[src/core/i2ci_pkg.sv]
// Constants shared by the two-wire event interrupt enable block.
// Assumes a 16-bit register port and a single core clock.
package i2ci_pkg;

  // ****************************************
  // Widths
  // ****************************************
  localparam int ADDR_W = 8;
  localparam int DATA_W = 16;

  // ****************************************
  // Register offsets
  // ****************************************
  localparam logic [7:0] OFS_IEN = 8'h02;
  localparam logic [7:0] OFS_STAT = 8'h03;
  localparam logic [7:0] OFS_CTRL = 8'h06;
  localparam logic [7:0] OFS_PEND = 8'h07;

  // ****************************************
  // Event bit positions (enable, status, pending)
  // ****************************************
  localparam int BIT_START = 0;
  localparam int BIT_TXDONE = 1;
  localparam int BIT_RXRDY = 2;
  localparam int BIT_STRETCH = 3;
  localparam int BIT_TIMEOUT = 4;
  localparam int BIT_ADDRMATCH = 5;
  localparam int BIT_ARBLOST = 6;
  localparam int BIT_NACK = 7;
  localparam int BIT_GENCALL = 8;
  localparam int BIT_OVERRUN = 9;
  localparam int BIT_STOP = 11;

  // Control register field
  localparam int BIT_GC_RESP = 0;

  // ****************************************
  // Masks and reset values
  // ****************************************
  localparam logic [15:0] EVT_MASK = 16'h0bff;
  localparam logic [15:0] CTRL_MASK = 16'h0001;
  localparam logic [15:0] IEN_RST = 16'h0000;
  localparam logic [15:0] CTRL_RST = 16'h0000;
  localparam logic [15:0] RDATA_RST = 16'h0000;

  // ****************************************
  // Receive holding state
  // ****************************************
  typedef enum logic [0:0] {
    RX_EMPTY = 1'b0,
    RX_HELD = 1'b1
  } i2ci_rx_state_t;

endpackage

[src/core/i2ci_flag_cell.sv]
// One sticky event flag: set by a hardware pulse, cleared by software.
// Assumes set and clear are single-cycle pulses on core_clk.
`timescale 1ns/1ps

module i2ci_flag_cell (
  input wire logic core_clk,
  input wire logic rst_n,
  input wire logic set_pulse,
  input wire logic clr_pulse,
  output logic flag
);

  typedef struct packed {
    logic flag;
  } i2ci_cell_state_t;

  i2ci_cell_state_t state_reg;
  i2ci_cell_state_t state_next;

  // ****************************************
  // Next state
  // ****************************************
  always_comb begin
    state_next = state_reg;
    // Set wins over a clear in the same cycle
    state_next.flag = set_pulse | (state_reg.flag & ~clr_pulse);
  end

  always_ff @(posedge core_clk or negedge rst_n) begin
    if (!rst_n) begin
      state_reg <= '0;
    end else begin
      state_reg <= state_next;
    end
  end

  assign flag = state_reg.flag;

endmodule

[src/core/i2ci_rx_overrun.sv]
// Receive overrun detector: tracks one unread received byte.
// Assumes arrival and buffer read are single-cycle pulses on core_clk.
`timescale 1ns/1ps

module i2ci_rx_overrun (
  input wire logic core_clk,
  input wire logic rst_n,
  input wire logic byte_arrive,
  input wire logic buffer_read,
  output logic overrun_flag
);

  typedef struct packed {
    i2ci_pkg::i2ci_rx_state_t held;
    logic ovr;
  } i2ci_ovr_state_t;

  i2ci_ovr_state_t state_reg;
  i2ci_ovr_state_t state_next;

  // ****************************************
  // Next state
  // ****************************************
  always_comb begin
    state_next = state_reg;
    if (buffer_read) begin
      // Read takes the held byte; a byte arriving now becomes the held one
      state_next.ovr = 1'b0;
      state_next.held = byte_arrive ? i2ci_pkg::RX_HELD : i2ci_pkg::RX_EMPTY;
    end else if (byte_arrive) begin
      case (state_reg.held)
        i2ci_pkg::RX_HELD: begin
          state_next.ovr = 1'b1;
        end
        default: begin
          state_next.held = i2ci_pkg::RX_HELD;
        end
      endcase
    end
  end

  always_ff @(posedge core_clk or negedge rst_n) begin
    if (!rst_n) begin
      state_reg <= '{held: i2ci_pkg::RX_EMPTY, ovr: 1'b0};
    end else begin
      state_reg <= state_next;
    end
  end

  assign overrun_flag = state_reg.ovr;

endmodule

[src/core/i2ci_event_irq.sv]
// Two-wire controller event interrupt enable and flag block.
// Assumes event inputs are one-cycle pulses from the controller status
// logic, synchronous to core_clk, and a one-clock register port.
//
// Added by the designer: strobed register access.
`timescale 1ns/1ps

module i2ci_event_irq (
  input wire logic core_clk,
  input wire logic rst_n,
  input wire logic [7:0] reg_addr,
  input wire logic [15:0] reg_wdata,
  input wire logic reg_wr,
  input wire logic reg_rd,
  output logic [15:0] reg_rdata,
  input wire logic start_detect_evt,
  input wire logic transmit_done_evt,
  input wire logic receive_ready_evt,
  input wire logic clock_stretch_evt,
  input wire logic timeout_evt,
  input wire logic address_match_evt,
  input wire logic arbitration_lost_evt,
  input wire logic not_ack_evt,
  input wire logic general_call_evt,
  input wire logic stop_detect_evt,
  input wire logic rx_byte_arrive,
  input wire logic rx_buffer_read,
  output logic i2c_irq,
  output logic clock_stretch_flag,
  output logic receive_overrun_flag,
  output logic general_call_response_en
);

  // ****************************************
  // Helpers
  // ****************************************

  // Address match for the register port
  function automatic logic reg_hit(
    input logic [7:0] addr,
    input logic [7:0] ofs
  );
    reg_hit = (addr == ofs);
  endfunction

  // ****************************************
  // State
  // ****************************************
  typedef struct packed {
    logic [15:0] ien;
    logic [15:0] ctrl;
    logic [15:0] rdata;
  } i2ci_top_state_t;

  i2ci_top_state_t state_reg;
  i2ci_top_state_t state_next;

  logic [15:0] evt_vec;
  logic [15:0] clr_vec;
  logic [15:0] flag_vec;
  logic [15:0] pend_vec;
  logic wr_ien;
  logic wr_stat;
  logic wr_ctrl;
  logic rd_ien;
  logic rd_stat;
  logic rd_ctrl;
  logic rd_pend;

  // ****************************************
  // Address decode
  // ****************************************
  always_comb begin
    wr_ien = 1'b0;
    wr_stat = 1'b0;
    wr_ctrl = 1'b0;
    if (!reg_wr) begin
      wr_ien = 1'b0;
    end else if (reg_hit(reg_addr, i2ci_pkg::OFS_IEN)) begin
      wr_ien = 1'b1;
    end else if (reg_hit(reg_addr, i2ci_pkg::OFS_STAT)) begin
      wr_stat = 1'b1;
    end else if (reg_hit(reg_addr, i2ci_pkg::OFS_CTRL)) begin
      wr_ctrl = 1'b1;
    end
  end

  always_comb begin
    rd_ien = 1'b0;
    rd_stat = 1'b0;
    rd_ctrl = 1'b0;
    rd_pend = 1'b0;
    if (!reg_rd) begin
      rd_ien = 1'b0;
    end else if (reg_hit(reg_addr, i2ci_pkg::OFS_IEN)) begin
      rd_ien = 1'b1;
    end else if (reg_hit(reg_addr, i2ci_pkg::OFS_STAT)) begin
      rd_stat = 1'b1;
    end else if (reg_hit(reg_addr, i2ci_pkg::OFS_CTRL)) begin
      rd_ctrl = 1'b1;
    end else if (reg_hit(reg_addr, i2ci_pkg::OFS_PEND)) begin
      rd_pend = 1'b1;
    end
  end

  // ****************************************
  // Event collection
  // ****************************************
  always_comb begin
    evt_vec = 16'h0000;
    evt_vec[i2ci_pkg::BIT_START] = start_detect_evt;
    evt_vec[i2ci_pkg::BIT_TXDONE] = transmit_done_evt;
    evt_vec[i2ci_pkg::BIT_RXRDY] = receive_ready_evt;
    evt_vec[i2ci_pkg::BIT_STRETCH] = clock_stretch_evt;
    evt_vec[i2ci_pkg::BIT_TIMEOUT] = timeout_evt;
    evt_vec[i2ci_pkg::BIT_ADDRMATCH] = address_match_evt;
    evt_vec[i2ci_pkg::BIT_ARBLOST] = arbitration_lost_evt;
    evt_vec[i2ci_pkg::BIT_NACK] = not_ack_evt;
    // General call only counts while response is enabled
    evt_vec[i2ci_pkg::BIT_GENCALL] = general_call_evt &
      state_reg.ctrl[i2ci_pkg::BIT_GC_RESP];
    evt_vec[i2ci_pkg::BIT_STOP] = stop_detect_evt;
  end

  // Write one to clear; overrun bit ignores writes
  always_comb begin
    clr_vec = 16'h0000;
    if (wr_stat) begin
      clr_vec = reg_wdata & i2ci_pkg::EVT_MASK;
    end
    clr_vec[i2ci_pkg::BIT_OVERRUN] = 1'b0;
  end

  // ****************************************
  // Sticky event flags
  // ****************************************
  genvar gi;
  generate
    for (gi = 0; gi < 16; gi++) begin : g_flag
      if (gi == i2ci_pkg::BIT_OVERRUN) begin : g_ovr
        i2ci_rx_overrun u_ovr (
          .core_clk(core_clk),
          .rst_n(rst_n),
          .byte_arrive(rx_byte_arrive),
          .buffer_read(rx_buffer_read),
          .overrun_flag(flag_vec[gi])
        );
      end else if (i2ci_pkg::EVT_MASK[gi]) begin : g_cell
        i2ci_flag_cell u_cell (
          .core_clk(core_clk),
          .rst_n(rst_n),
          .set_pulse(evt_vec[gi]),
          .clr_pulse(clr_vec[gi]),
          .flag(flag_vec[gi])
        );
      end else begin : g_none
        assign flag_vec[gi] = 1'b0;
      end
    end
  endgenerate

  // ****************************************
  // Gating and request
  // ****************************************

  // Each enable bit gates only its own flag
  always_comb begin
    pend_vec = 16'h0000;
    pend_vec[i2ci_pkg::BIT_START] = flag_vec[i2ci_pkg::BIT_START] &
      state_reg.ien[i2ci_pkg::BIT_START];
    pend_vec[i2ci_pkg::BIT_TXDONE] = flag_vec[i2ci_pkg::BIT_TXDONE] &
      state_reg.ien[i2ci_pkg::BIT_TXDONE];
    pend_vec[i2ci_pkg::BIT_RXRDY] = flag_vec[i2ci_pkg::BIT_RXRDY] &
      state_reg.ien[i2ci_pkg::BIT_RXRDY];
    pend_vec[i2ci_pkg::BIT_STRETCH] = flag_vec[i2ci_pkg::BIT_STRETCH] &
      state_reg.ien[i2ci_pkg::BIT_STRETCH];
    pend_vec[i2ci_pkg::BIT_TIMEOUT] = flag_vec[i2ci_pkg::BIT_TIMEOUT] &
      state_reg.ien[i2ci_pkg::BIT_TIMEOUT];
    pend_vec[i2ci_pkg::BIT_ADDRMATCH] = flag_vec[i2ci_pkg::BIT_ADDRMATCH] &
      state_reg.ien[i2ci_pkg::BIT_ADDRMATCH];
    pend_vec[i2ci_pkg::BIT_ARBLOST] = flag_vec[i2ci_pkg::BIT_ARBLOST] &
      state_reg.ien[i2ci_pkg::BIT_ARBLOST];
    pend_vec[i2ci_pkg::BIT_NACK] = flag_vec[i2ci_pkg::BIT_NACK] &
      state_reg.ien[i2ci_pkg::BIT_NACK];
    pend_vec[i2ci_pkg::BIT_GENCALL] = flag_vec[i2ci_pkg::BIT_GENCALL] &
      state_reg.ien[i2ci_pkg::BIT_GENCALL];
    pend_vec[i2ci_pkg::BIT_OVERRUN] = flag_vec[i2ci_pkg::BIT_OVERRUN] &
      state_reg.ien[i2ci_pkg::BIT_OVERRUN];
    pend_vec[i2ci_pkg::BIT_STOP] = flag_vec[i2ci_pkg::BIT_STOP] &
      state_reg.ien[i2ci_pkg::BIT_STOP];
  end

  // Level request while any enabled flag stays set
  assign i2c_irq = |pend_vec;

  // ****************************************
  // Register next state
  // ****************************************
  always_comb begin
    state_next = state_reg;
    if (wr_ien) begin
      // Unused bits never store a one
      state_next.ien = reg_wdata & i2ci_pkg::EVT_MASK;
    end
    if (wr_ctrl) begin
      state_next.ctrl = reg_wdata & i2ci_pkg::CTRL_MASK;
    end
    // Read data stand for one cycle only
    state_next.rdata = 16'h0000;
    if (rd_ien) begin
      state_next.rdata = state_reg.ien & i2ci_pkg::EVT_MASK;
    end else if (rd_stat) begin
      state_next.rdata = flag_vec & i2ci_pkg::EVT_MASK;
    end else if (rd_ctrl) begin
      state_next.rdata = state_reg.ctrl & i2ci_pkg::CTRL_MASK;
    end else if (rd_pend) begin
      state_next.rdata = pend_vec;
    end
  end

  always_ff @(posedge core_clk or negedge rst_n) begin
    if (!rst_n) begin
      state_reg.ien <= i2ci_pkg::IEN_RST;
      state_reg.ctrl <= i2ci_pkg::CTRL_RST;
      state_reg.rdata <= i2ci_pkg::RDATA_RST;
    end else begin
      state_reg <= state_next;
    end
  end

  // ****************************************
  // Outputs
  // ****************************************
  assign reg_rdata = state_reg.rdata;
  assign clock_stretch_flag = flag_vec[i2ci_pkg::BIT_STRETCH];
  assign receive_overrun_flag = flag_vec[i2ci_pkg::BIT_OVERRUN];
  assign general_call_response_en = state_reg.ctrl[i2ci_pkg::BIT_GC_RESP];

endmodule

[config.mk]
export PLATFORM = sky130hd
export DESIGN_NAME = i2ci_event_irq
export DESIGN_NICKNAME = d
export VERILOG_FILES = /design/src/core/i2ci_pkg.sv /design/src/core/i2ci_flag_cell.sv /design/src/core/i2ci_rx_overrun.sv /design/src/core/i2ci_event_irq.sv
export SDC_FILE = /design/constraint.sdc
export NUM_CORES = 1
export LEC_CHECK = 0
export BUFFER_PORTS_ARGS = -buffer_cell sky130_fd_sc_hd__buf_2
export CORE_MARGIN = 8
export CORE_UTILIZATION = 49
export CTS_CLUSTER_SIZE = 10
export DETAILED_ROUTE_END_ITERATION = 6
export PLACE_DENSITY = 0.86
export SLEW_MARGIN = 20
export SYNTH_ARGS = -nofsm -noshare
export SYNTH_HDL_FRONTEND = slang
export SYNTH_SLANG_ARGS = --single-unit
[constraint.sdc]
create_clock -name core_clk -period 1.7 [get_ports core_clk]
set_input_delay 0.34 -clock core_clk [delete_from_list [all_inputs] [get_ports core_clk]]
set_output_delay 0.34 -clock core_clk [all_outputs]
set_load 0.01 [all_outputs]
-- After elaboration in Yosys (flattened, before gate mapping)
Cells that the tools add are included.
- flip-flop bits (word level): 40
- logic and storage cells: 91
- eq/ne operators: 4
- multiplexer cells: 26
- bitwise operators: 42
- reductions and logical operators: 4
- operators by type and width (operator ; number):
    $mux 12 ; 5
    $and 1x1->1 ; 22
    $mux 1 ; 19
    $eq 8x2->1 const B ; 2
    $eq 8x3->1 const B ; 2
    $reduce_or 11->1 ; 1
    $not 1->1 ; 10
    $or 1x1->1 ; 10
    $mux 2 ; 2
    $reduce_bool 2->1 ; 2
    $reduce_and 2->1 ; 1

-- Logic depth before layout (Yosys ltp)
Gate-level depths: netlist of the first run.
- word-level depth: 10
- mapped depth: 6
- mapped depth without buffers: 4

-- Hierarchy
Synthesis of the first run repeated with hierarchy kept, for this count alone.
- cell total of the unflattened synthesis: 166
- area total of the unflattened synthesis: 1811.7 um^2
- by module, submodules not included (module ; times used ; cells each ; area each (um^2) ; seq. area each (um^2)):
    i2ci_event_irq ; 1 ; 130 ; 1378.8 ; 575.6
    i2ci_flag_cell ; 10 ; 3 ; 36.3 ; 25.0
    i2ci_rx_overrun ; 1 ; 6 ; 70.1 ; 50.0

-- Worst setup path after synthesis of the first run
Ideal clock, no wire load.
- path kind: input to register
- start: in reg_addr[5]
- end: reg state_reg[33] in the netlist's numbering
- setup time: 125 ps
- arrival time: 1608 ps
- data required time: 1575 ps
- setup slack: -32 ps
- cell stages on the path: 5
- buffers on the path: 1
- path through: nor4_2 > nand2_1 > nor4_1 > buf_4 > mux2_2
- word-level cells in the longest chain between the ends: 3
- ends and longest elaborated chain (what ; RTL line ; source):
    start, declared ; i2ci_event_irq.sv:11 ; input wire logic [7:0] reg_addr,
    $eq 8x2->1 ; i2ci_event_irq.sv:43 ; reg_hit = (addr == ofs);
    $mux 1 ; i2ci_event_irq.sv:79 ; end else if (reg_hit(reg_addr, i2ci_pkg::OFS_IEN)) begin
    $mux 1 ; i2ci_event_irq.sv:77 ; if (!reg_wr) begin
    end signal, assigned ; i2ci_event_irq.sv:227 ; state_reg <= state_next;
    end, declared ; i2ci_event_irq.sv:55 ; i2ci_top_state_t state_reg;
No other way between the ends.
A chain may end at the register's enable or synchronous reset.

-- Final worst setup path of the first run
- start: reg g_flag[8].g_cell.u_cell.state_reg
- end: out i2c_irq
- word-level cells in the longest chain between the ends: 2
- ends and longest elaborated chain (what ; RTL line ; source):
    start, declared ; i2ci_flag_cell.sv:17 ; i2ci_cell_state_t state_reg;
    start signal, assigned ; i2ci_flag_cell.sv:33 ; state_reg <= state_next;
    $and 1x1->1 ; i2ci_event_irq.sv:185 ; pend_vec[i2ci_pkg::BIT_GENCALL] = flag_vec[i2ci_pkg::BIT_GENCALL] &
    $reduce_or 11->1 ; i2ci_event_irq.sv:194 ; assign i2c_irq = |pend_vec;
    end, declared ; i2ci_event_irq.sv:28 ; output logic i2c_irq,
No other way between the ends.

==> results.md, run 1 <==
- CP peak stage delay: between 0.4 and 0.5 ns
- Share of the synthesized area in the top cell type: 52.0%
- CTS Hold Buffers Added: 0
- Violated checks: negative setup slack
- Final Skew: approximately 0.0096 ns
- Count leader, synth: dfrtp_1
- Nets@finish: roughly 240
- Worst vdd rail ir drop: 0.499 mV
- CP Buf/Inv Count: 1
- Placed insts: roughly 240
- Crit start category: flip-flop
- Max cap viols: 0
- Antenna viol nets, final: 0
- Clock network power share: 39.9%
- Total congestion overflow: 0
- DR pass1 iterations: 4
- Critical path peak fanout: 3
- CP required: about 1.4 ns
- EDFF count, synth: 0
- DP HPWL: between 2 and 3 mm
- Skew-Pair Late Insertion Delay: 0.34 ns
- # rows: 21
- Warnings from Yosys: 0
- Die outline height: ~75 um
- Fmax: about 0.52 GHz
- Clk sinks: 35
- Hold WC Path Type: input pin to asynchronous set/reset pin
- P_leak: ~1.0 nW
- Final setup vio count: 1
- CTS tree: yes
- Num CTS Buffers: 5
- CP cell instances: a22o_1, a221oi_2, and3_1, nand2_1, buf_2
- Final Slew Violations: 0
- Mapped Area: between 1500 and 2000 sq um
- Reg clk slew, reported paths: roughly 0.11 ns
- Critical path's slowest cell: dfrtp_1
- Largest net degree at the start of global routing: 36
- Initial Util: ~50%
- Largest area contributor in the netlist: dfrtp_1
- IO Pins: 60
- P per Cell Area: 889 nW/um^2
- Post-Synthesis Cells: between 150 and 200
- Core region area: about 3300 sq um
- Distinct cells, synth: 28
- WP data arrival: ~1.6 ns
- Ys async rst share: 100%
- GPL Wtd Cong: a little over 0.8
- CTS root buf: clkbuf_4
- Avg Cell Area, Syn: about 11 sq um
- Sequential area share after synthesis: a little over half
- Flops & latches, synth: 35
- Critical path class: flip-flop to output port
- Status: finished with violations
- Ranking of synthesized cells by area: dfrtp_1 52%, mux2_2 8.0%, buf_4 7.6%
- Vias in the first global route: 1291
- DR iter-0 viols: 77
- Synth cell count leaders: 35 x dfrtp_1, 21 x nor2_1, 17 x buf_4
- Fin worst setup slack: -0.213 ns
- First-pass GRT wire length: 5.63 mm
- RSZ-0062 raised after global routing: true
- DR vias/cell: 5.05
- Final hold violation count: 0
- Area Overhead vs Synth: 22.2%
- Layout cell share with drive strength beyond 1: 41.2%
- Psw: 0.406 mW
- Sequential Power Share: 48.4%
- Pint: about 1.4 mW
- Drt drc: 0
- Total power: ~1.8 mW
- Final non-filler cell total: 250
- Period utilization: 113%
- H-Tree Depth: 2
- Fillcell total: around 260
- Clock Tree Buf Depth: 2
- WL/cell: 13.9 um
- CP Capture Type: output port
- Family with the most delay on the worst path: flip-flops
- Tmin final: approximately 1.9 ns
- Most used DFF post-synth: dfrtp_1
- GRT Overall Usage: 13.2%
- Die Area: approximately 5600 sq um
- Port Buffer Count: between 40 and 50
- Antenna violations before repair: 0
- Sw frac: 22.2%
- Final wirelength: ~3.5 mm
- Ant. Diodes: 0
- Via count: ~1300
- Die X-Extent: 74.6 um
- Comb pwr share: a little under an eighth
-- stage by stage --
| step | TNS [ns] | setup slack [ns] | area, sq um | util (%) | hold WS (ns) |
|---|---|---|---|---|---|
| 2_1_floorplan | 0 | 0.0240 | 1710 | - | 0.0444 |
| 3_3_place_gp | -1.00 | -0.0848 | 1920 | 57.9 | 0.385 |
| 3_5_place_dp | -1.16 | -0.104 | 1920 | 57.9 | 0.389 |
| 4_1_cts | -0.214 | -0.214 | 2040 | 61.5 | 0.00703 |
| 5_1_grt | -0.275 | -0.275 | 2060 | 62.2 | 0.0346 |
| 6_report | -0.213 | -0.213 | 2060 | 62.2 | 0.00585 |
-- worst register-to-register path, delay by kind of cell (launching register included) --
family,cells,cell delay [ns]
and+or+nand+nor,2,0.12
AOI/OAI and AO/OA,1,0.20
muxes,1,0.12
DFF,1,0.41
buffers and inverters,1,0.14
-- path summary, 6_finish.rpt --
check	from	endpoint	slack, ns	cells after the start
worst max-delay path	g_flag[8].g_cell.u_cell.flag$_DFF_PN0_	i2c_irq	-0.21	5
worst min-delay path	rst_n	state_reg[40]$_DFFE_PN0P_	0.006	2
worst max register to register	g_flag[6].g_cell.u_cell.flag$_DFF_PN0_	reg_rdata[6]$_DFF_PN0_	0.62	5
worst min register to register	g_flag[9].g_ovr.u_ovr.state_reg[1]$_DFFE_PN0P_	g_flag[9].g_ovr.u_ovr.state_reg[1]$_DFFE_PN0P_	0.51	1
max in group asynchronous	rst_n	reg_rdata[3]$_DFF_PN0_	1.40	2
min in group core_clk	rx_buffer_read	g_flag[9].g_ovr.u_ovr.overrun_flag$_DFFE_PN0P_	0.14	2
-- per-layer routing --
layer / GRT usage [%] / wire (um)
met2: 23.3 / 1850
met3: 4.13 / 263
met4: 6.52 / 65
met1: 13.9 / 1310
met5: 0 / 0
-- kinds of logic (layout without fill, tap and decap cells) --
kind of cell           after synthesis  count (layout)  share of synthesized area (%)
and+or+nand+nor                     43              43                           12.0
DFF                                 35              35                           52.0
AOI/OAI and AO/OA                   28              28                           12.0
buffers and inverters               24              70                           9.21
muxes                               23              23                           14.6
other                                1               5                          0.223
-- cell usage in the layout, fill, tap and decap left out, types with 2 or more instances in the layout --
| cell | synthesis | final |
|---|---|---|
| nor4_2 | 1 | 2 |
| conb_1 | 1 | 5 |
| nor2_1 | 21 | 21 |
| bufinv_16 | 0 | 2 |
| dfrtp_1 | 35 | 35 |
| a22o_1 | 2 | 2 |
| mux2i_1 | 11 | 11 |
| buf_2 | 1 | 49 |
| clkbuf_4 | 0 | 5 |
| a21o_1 | 10 | 10 |
| a31oi_1 | 10 | 10 |
| mux2_2 | 12 | 12 |
| a22oi_1 | 2 | 2 |
| buf_4 | 17 | 12 |
| nand2_1 | 12 | 12 |
-- final cells by class --
type	instances	area (sq um)	area share [%]
clock inverters	3	67.6	3.28
flip-flops and latches	35	876	42.6
inverters	1	3.75	0.182
multi-input cells	99	681	33.1
repair buffers	61	335	16.3
clock buffers	5	37.5	1.82
well taps	46	57.6	2.80
-- power groups by stage --
| stage | Combinational [mW] | Sequential (mW) | Clock (mW) |
|---|---|---|---|
| global route | 0.237 | 0.889 | 0.788 |
| global placement | 0.189 | 0.900 | 0 |
| CTS | 0.199 | 0.885 | 0.749 |
| floorplan | 0.110 | 0.896 | 0 |
| finish | 0.214 | 0.886 | 0.730 |
| detailed placement | 0.193 | 0.902 | 0 |
-- timing repair --
action                                  in CTS  in global routing
gates resized for setup                      1                  0
pin swaps                                    1                  0
buffers inserted                             1                  3
endpoints found under the setup margin       1                  1
cloned                                       0                  0
Power figures use the tool's default switching activity.
==> run 2, diff against run 1 <==
- GPL_TIMING_DRIVEN: unset -> 0
==> results.md, run 2 (same netlist as run 1, synthesis figures left out) <==
- Status: finished with violations (unchanged)
- Violated checks: negative setup slack (unchanged)
- Worst vdd rail ir drop: 0.673 mV (was 0.499 mV)
- WL/cell: 13.4 um (was 13.9 um)
- P per Cell Area: 808 nW/um^2 (was 889 nW/um^2)
- Critical path's slowest cell: dfrtp_1 (unchanged)
- Commonest non-fill, non-tap cell in the layout: buf_2 (unchanged)
- Place WS: -0.271 ns (was -0.104 ns)
- Clock Tree Buf Depth: 2 (unchanged)
- Final setup vio count: 1 (unchanged)
- RSZ-0062 raised after global routing: true (unchanged)
- # rows: 21 (unchanged)
- Final non-filler cell area: 2130 sq um (was 2060 sq um)
- Antenna violations before repair: 0 (unchanged)
- CP required: 1.36 ns (about the same)
- Fmax: 0.523 GHz (about the same)
- CP cell instances: a22o_1, a221oi_2, and3_1, nand2_1, buf_2 (unchanged)
- First-pass GRT wire length: 5.89 mm (was 5.63 mm)
- Num CTS Buffers: 5 (unchanged)
- CP Capture Type: output port (unchanged)
- CP Buf/Inv Count: 1 (unchanged)
- Layout cell share with drive strength beyond 1: 42.4% (was 41.2%)
- Vias in the first global route: 1369 (was 1291)
- Via count: 1280 (was 1263)
- Drt drc: 0 (unchanged)
- Most frequent cells in the layout: 49 x buf_2, 35 x dfrtp_1, 21 x nor2_1 (unchanged)
- Largest net degree at the start of global routing: 36 (unchanged)
- Area Overhead vs Synth: 26.3% (was 22.2%)
- Worst R2R Start: g_flag[6].g_cell.u_cell.flag$_DFF_PN0_ (unchanged)
- DR iter-0 viols: 67 (was 77)
- Cell Area, Placed: 2000 sq um (was 1920 sq um)
- Worst R2R End: reg_rdata[6]$_DFF_PN0_ (unchanged)
- Final wirelength: 3.54 mm (was 3.48 mm)
- P_leak: 1.06 nW (was 1.01 nW)
- Final Skew: 0.00622 ns (was 0.00959 ns)
- Final hold violation count: 0 (unchanged)
- Family with the most delay on the worst path: compound AO/OA/AOI/OAI gates (was flip-flops)
- Crit path from: state_reg[40]$_DFFE_PN0P_ (was g_flag[8].g_cell.u_cell.flag$_DFF_PN0_)
- Fin worst setup slack: -0.210 ns (was -0.213 ns)
- Rel. slew slack: between 50 and 60%
- Sw frac: 23.3% (was 22.2%)
- IO Pins: 60 (unchanged)
- Final Slew Violations: 0 (unchanged)
- Clk sinks: 35 (unchanged)
- GRT Overall Usage: 13.8% (was 13.2%)
- DP HPWL: 2.68 mm (was 2.61 mm)
- WHS: 0.0599 ns (was 0.00585 ns)
- Final non-filler cell total: 263 (was 250)
- Initial Util: 50.9% (unchanged)
- Critical path class: flip-flop to output port (unchanged)
- CTS tree: yes (unchanged)
- Ant. Diodes: 0 (unchanged)
- Core region area: 3310 sq um (unchanged)
- Nets@finish: 256 (was 243)
- DR pass1 iterations: 4 (unchanged)
- Tmin final: 1.91 ns (about the same)
- Period utilization: 112% (was 113%)
- GPL Wtd Cong: 0.831 (was 0.816)
- Port Buffer Count: 48 (was 49)
- Die Area: 5570 sq um (unchanged)
- Placed insts: 252 (was 238)
- Die X-Extent: 74.6 um (unchanged)
- CTS root buf: clkbuf_4 (unchanged)
- WP data arrival: 1.57 ns (about the same)
- Die outline height: 74.6 um (unchanged)
- Reg clk slew, reported paths: 0.11 ns (about the same)
- Max cap viols: 0 (unchanged)
- FF-to-FF path depth: 5 (unchanged)
- Critical path peak fanout: 2 (was 3)
- Psw: 0.400 mW (was 0.406 mW)
- H-Tree Depth: 2 (unchanged)
- Total congestion overflow: 0 (unchanged)
- Comb pwr share: 13.0% (was 11.7%)
- R2r setup slk: 0.57 ns (was 0.62 ns)
- Pint: 1.32 mW (was 1.42 mW)
- CP peak stage delay: 0.41 ns (was 0.43 ns)
- Sequential Power Share: 51.3% (was 48.4%)
- Hold WC Path Type: input pin to asynchronous set/reset pin (unchanged)
- Post-Route Setup TNS: -0.210 ns (was -0.213 ns)
- Antenna viol nets, final: 0 (unchanged)
- Clock network power share: 35.7% (was 39.9%)
- Crit start category: flip-flop (unchanged)
- Skew-Pair Late Insertion Delay: 0.33 ns (was 0.34 ns)
- Least-Margin Pin Slew: between 0.7 and 0.8 ns
- DR vias/cell: 4.87 (was 5.05)
run 2: worst max path at each step:
stage                                      endpoint  slack (ns)  depth (start not counted)
after global routing                        i2c_irq       -0.30                          5
after floorplan           state_reg[33]$_DFFE_PN0P_        0.02                          5
after CTS                                   i2c_irq       -0.20                          5
after detailed placement  state_reg[43]$_DFFE_PN0P_       -0.27                          6
after global placement    state_reg[35]$_DFFE_PN0P_       -0.23                          6
final                                       i2c_irq       -0.21                          5
run 2: final cells by class:
type                            count  area, sq um
Sequential cell                    35          876
Multi-Input combinational cell     99          689
Clock buffer                        6         51.3
Inverter                            1         3.75
Buffer                             23          151
Fill cell                         280         1180
Tap cell                           46         57.6
Clock inverter                      2         35.0
Timing Repair Buffer               51          263
run 2: power groups by stage:
stage	clock network [mW]	registers, mW	logic (mW)
6_report	0.614	0.882	0.224
5_1_grt	0.670	0.887	0.248
3_5_place_dp	0	0.902	0.200
4_1_cts	0.621	0.881	0.221
3_3_place_gp	0	0.900	0.195
2_1_floorplan	0	0.896	0.110
run 2: per-layer routing:
| layer | vias to the layer above | track usage (%) | part of all wire [%] |
|---|---|---|---|
| met5 | - | 0 | 0 |
| met4 | 0 | 7.61 | 2.1 |
| met3 | 6 | 3.99 | 6.1 |
| met2 | 35 | 24.2 | 52 |
| met1 | 594 | 14.6 | 40 |
| li1 | 645 | - | - |
run 2: timing repair:
action,4_1_cts,5_1_grt
buffers inserted,3,0
endpoints found under the setup margin,1,10
gates cloned,0,0
hold buffers,0,0
resized for setup,1,1
pin swaps,2,2
run 2: through the flow:
step | total power [mW] | util (%)
final | 1.72 | 64.2
after global routing | 1.80 | 64.2
after CTS | 1.72 | 64.0
after detailed placement | 1.10 | 60.5
after global placement | 1.10 | 60.5
after floorplan | 1.01 | -
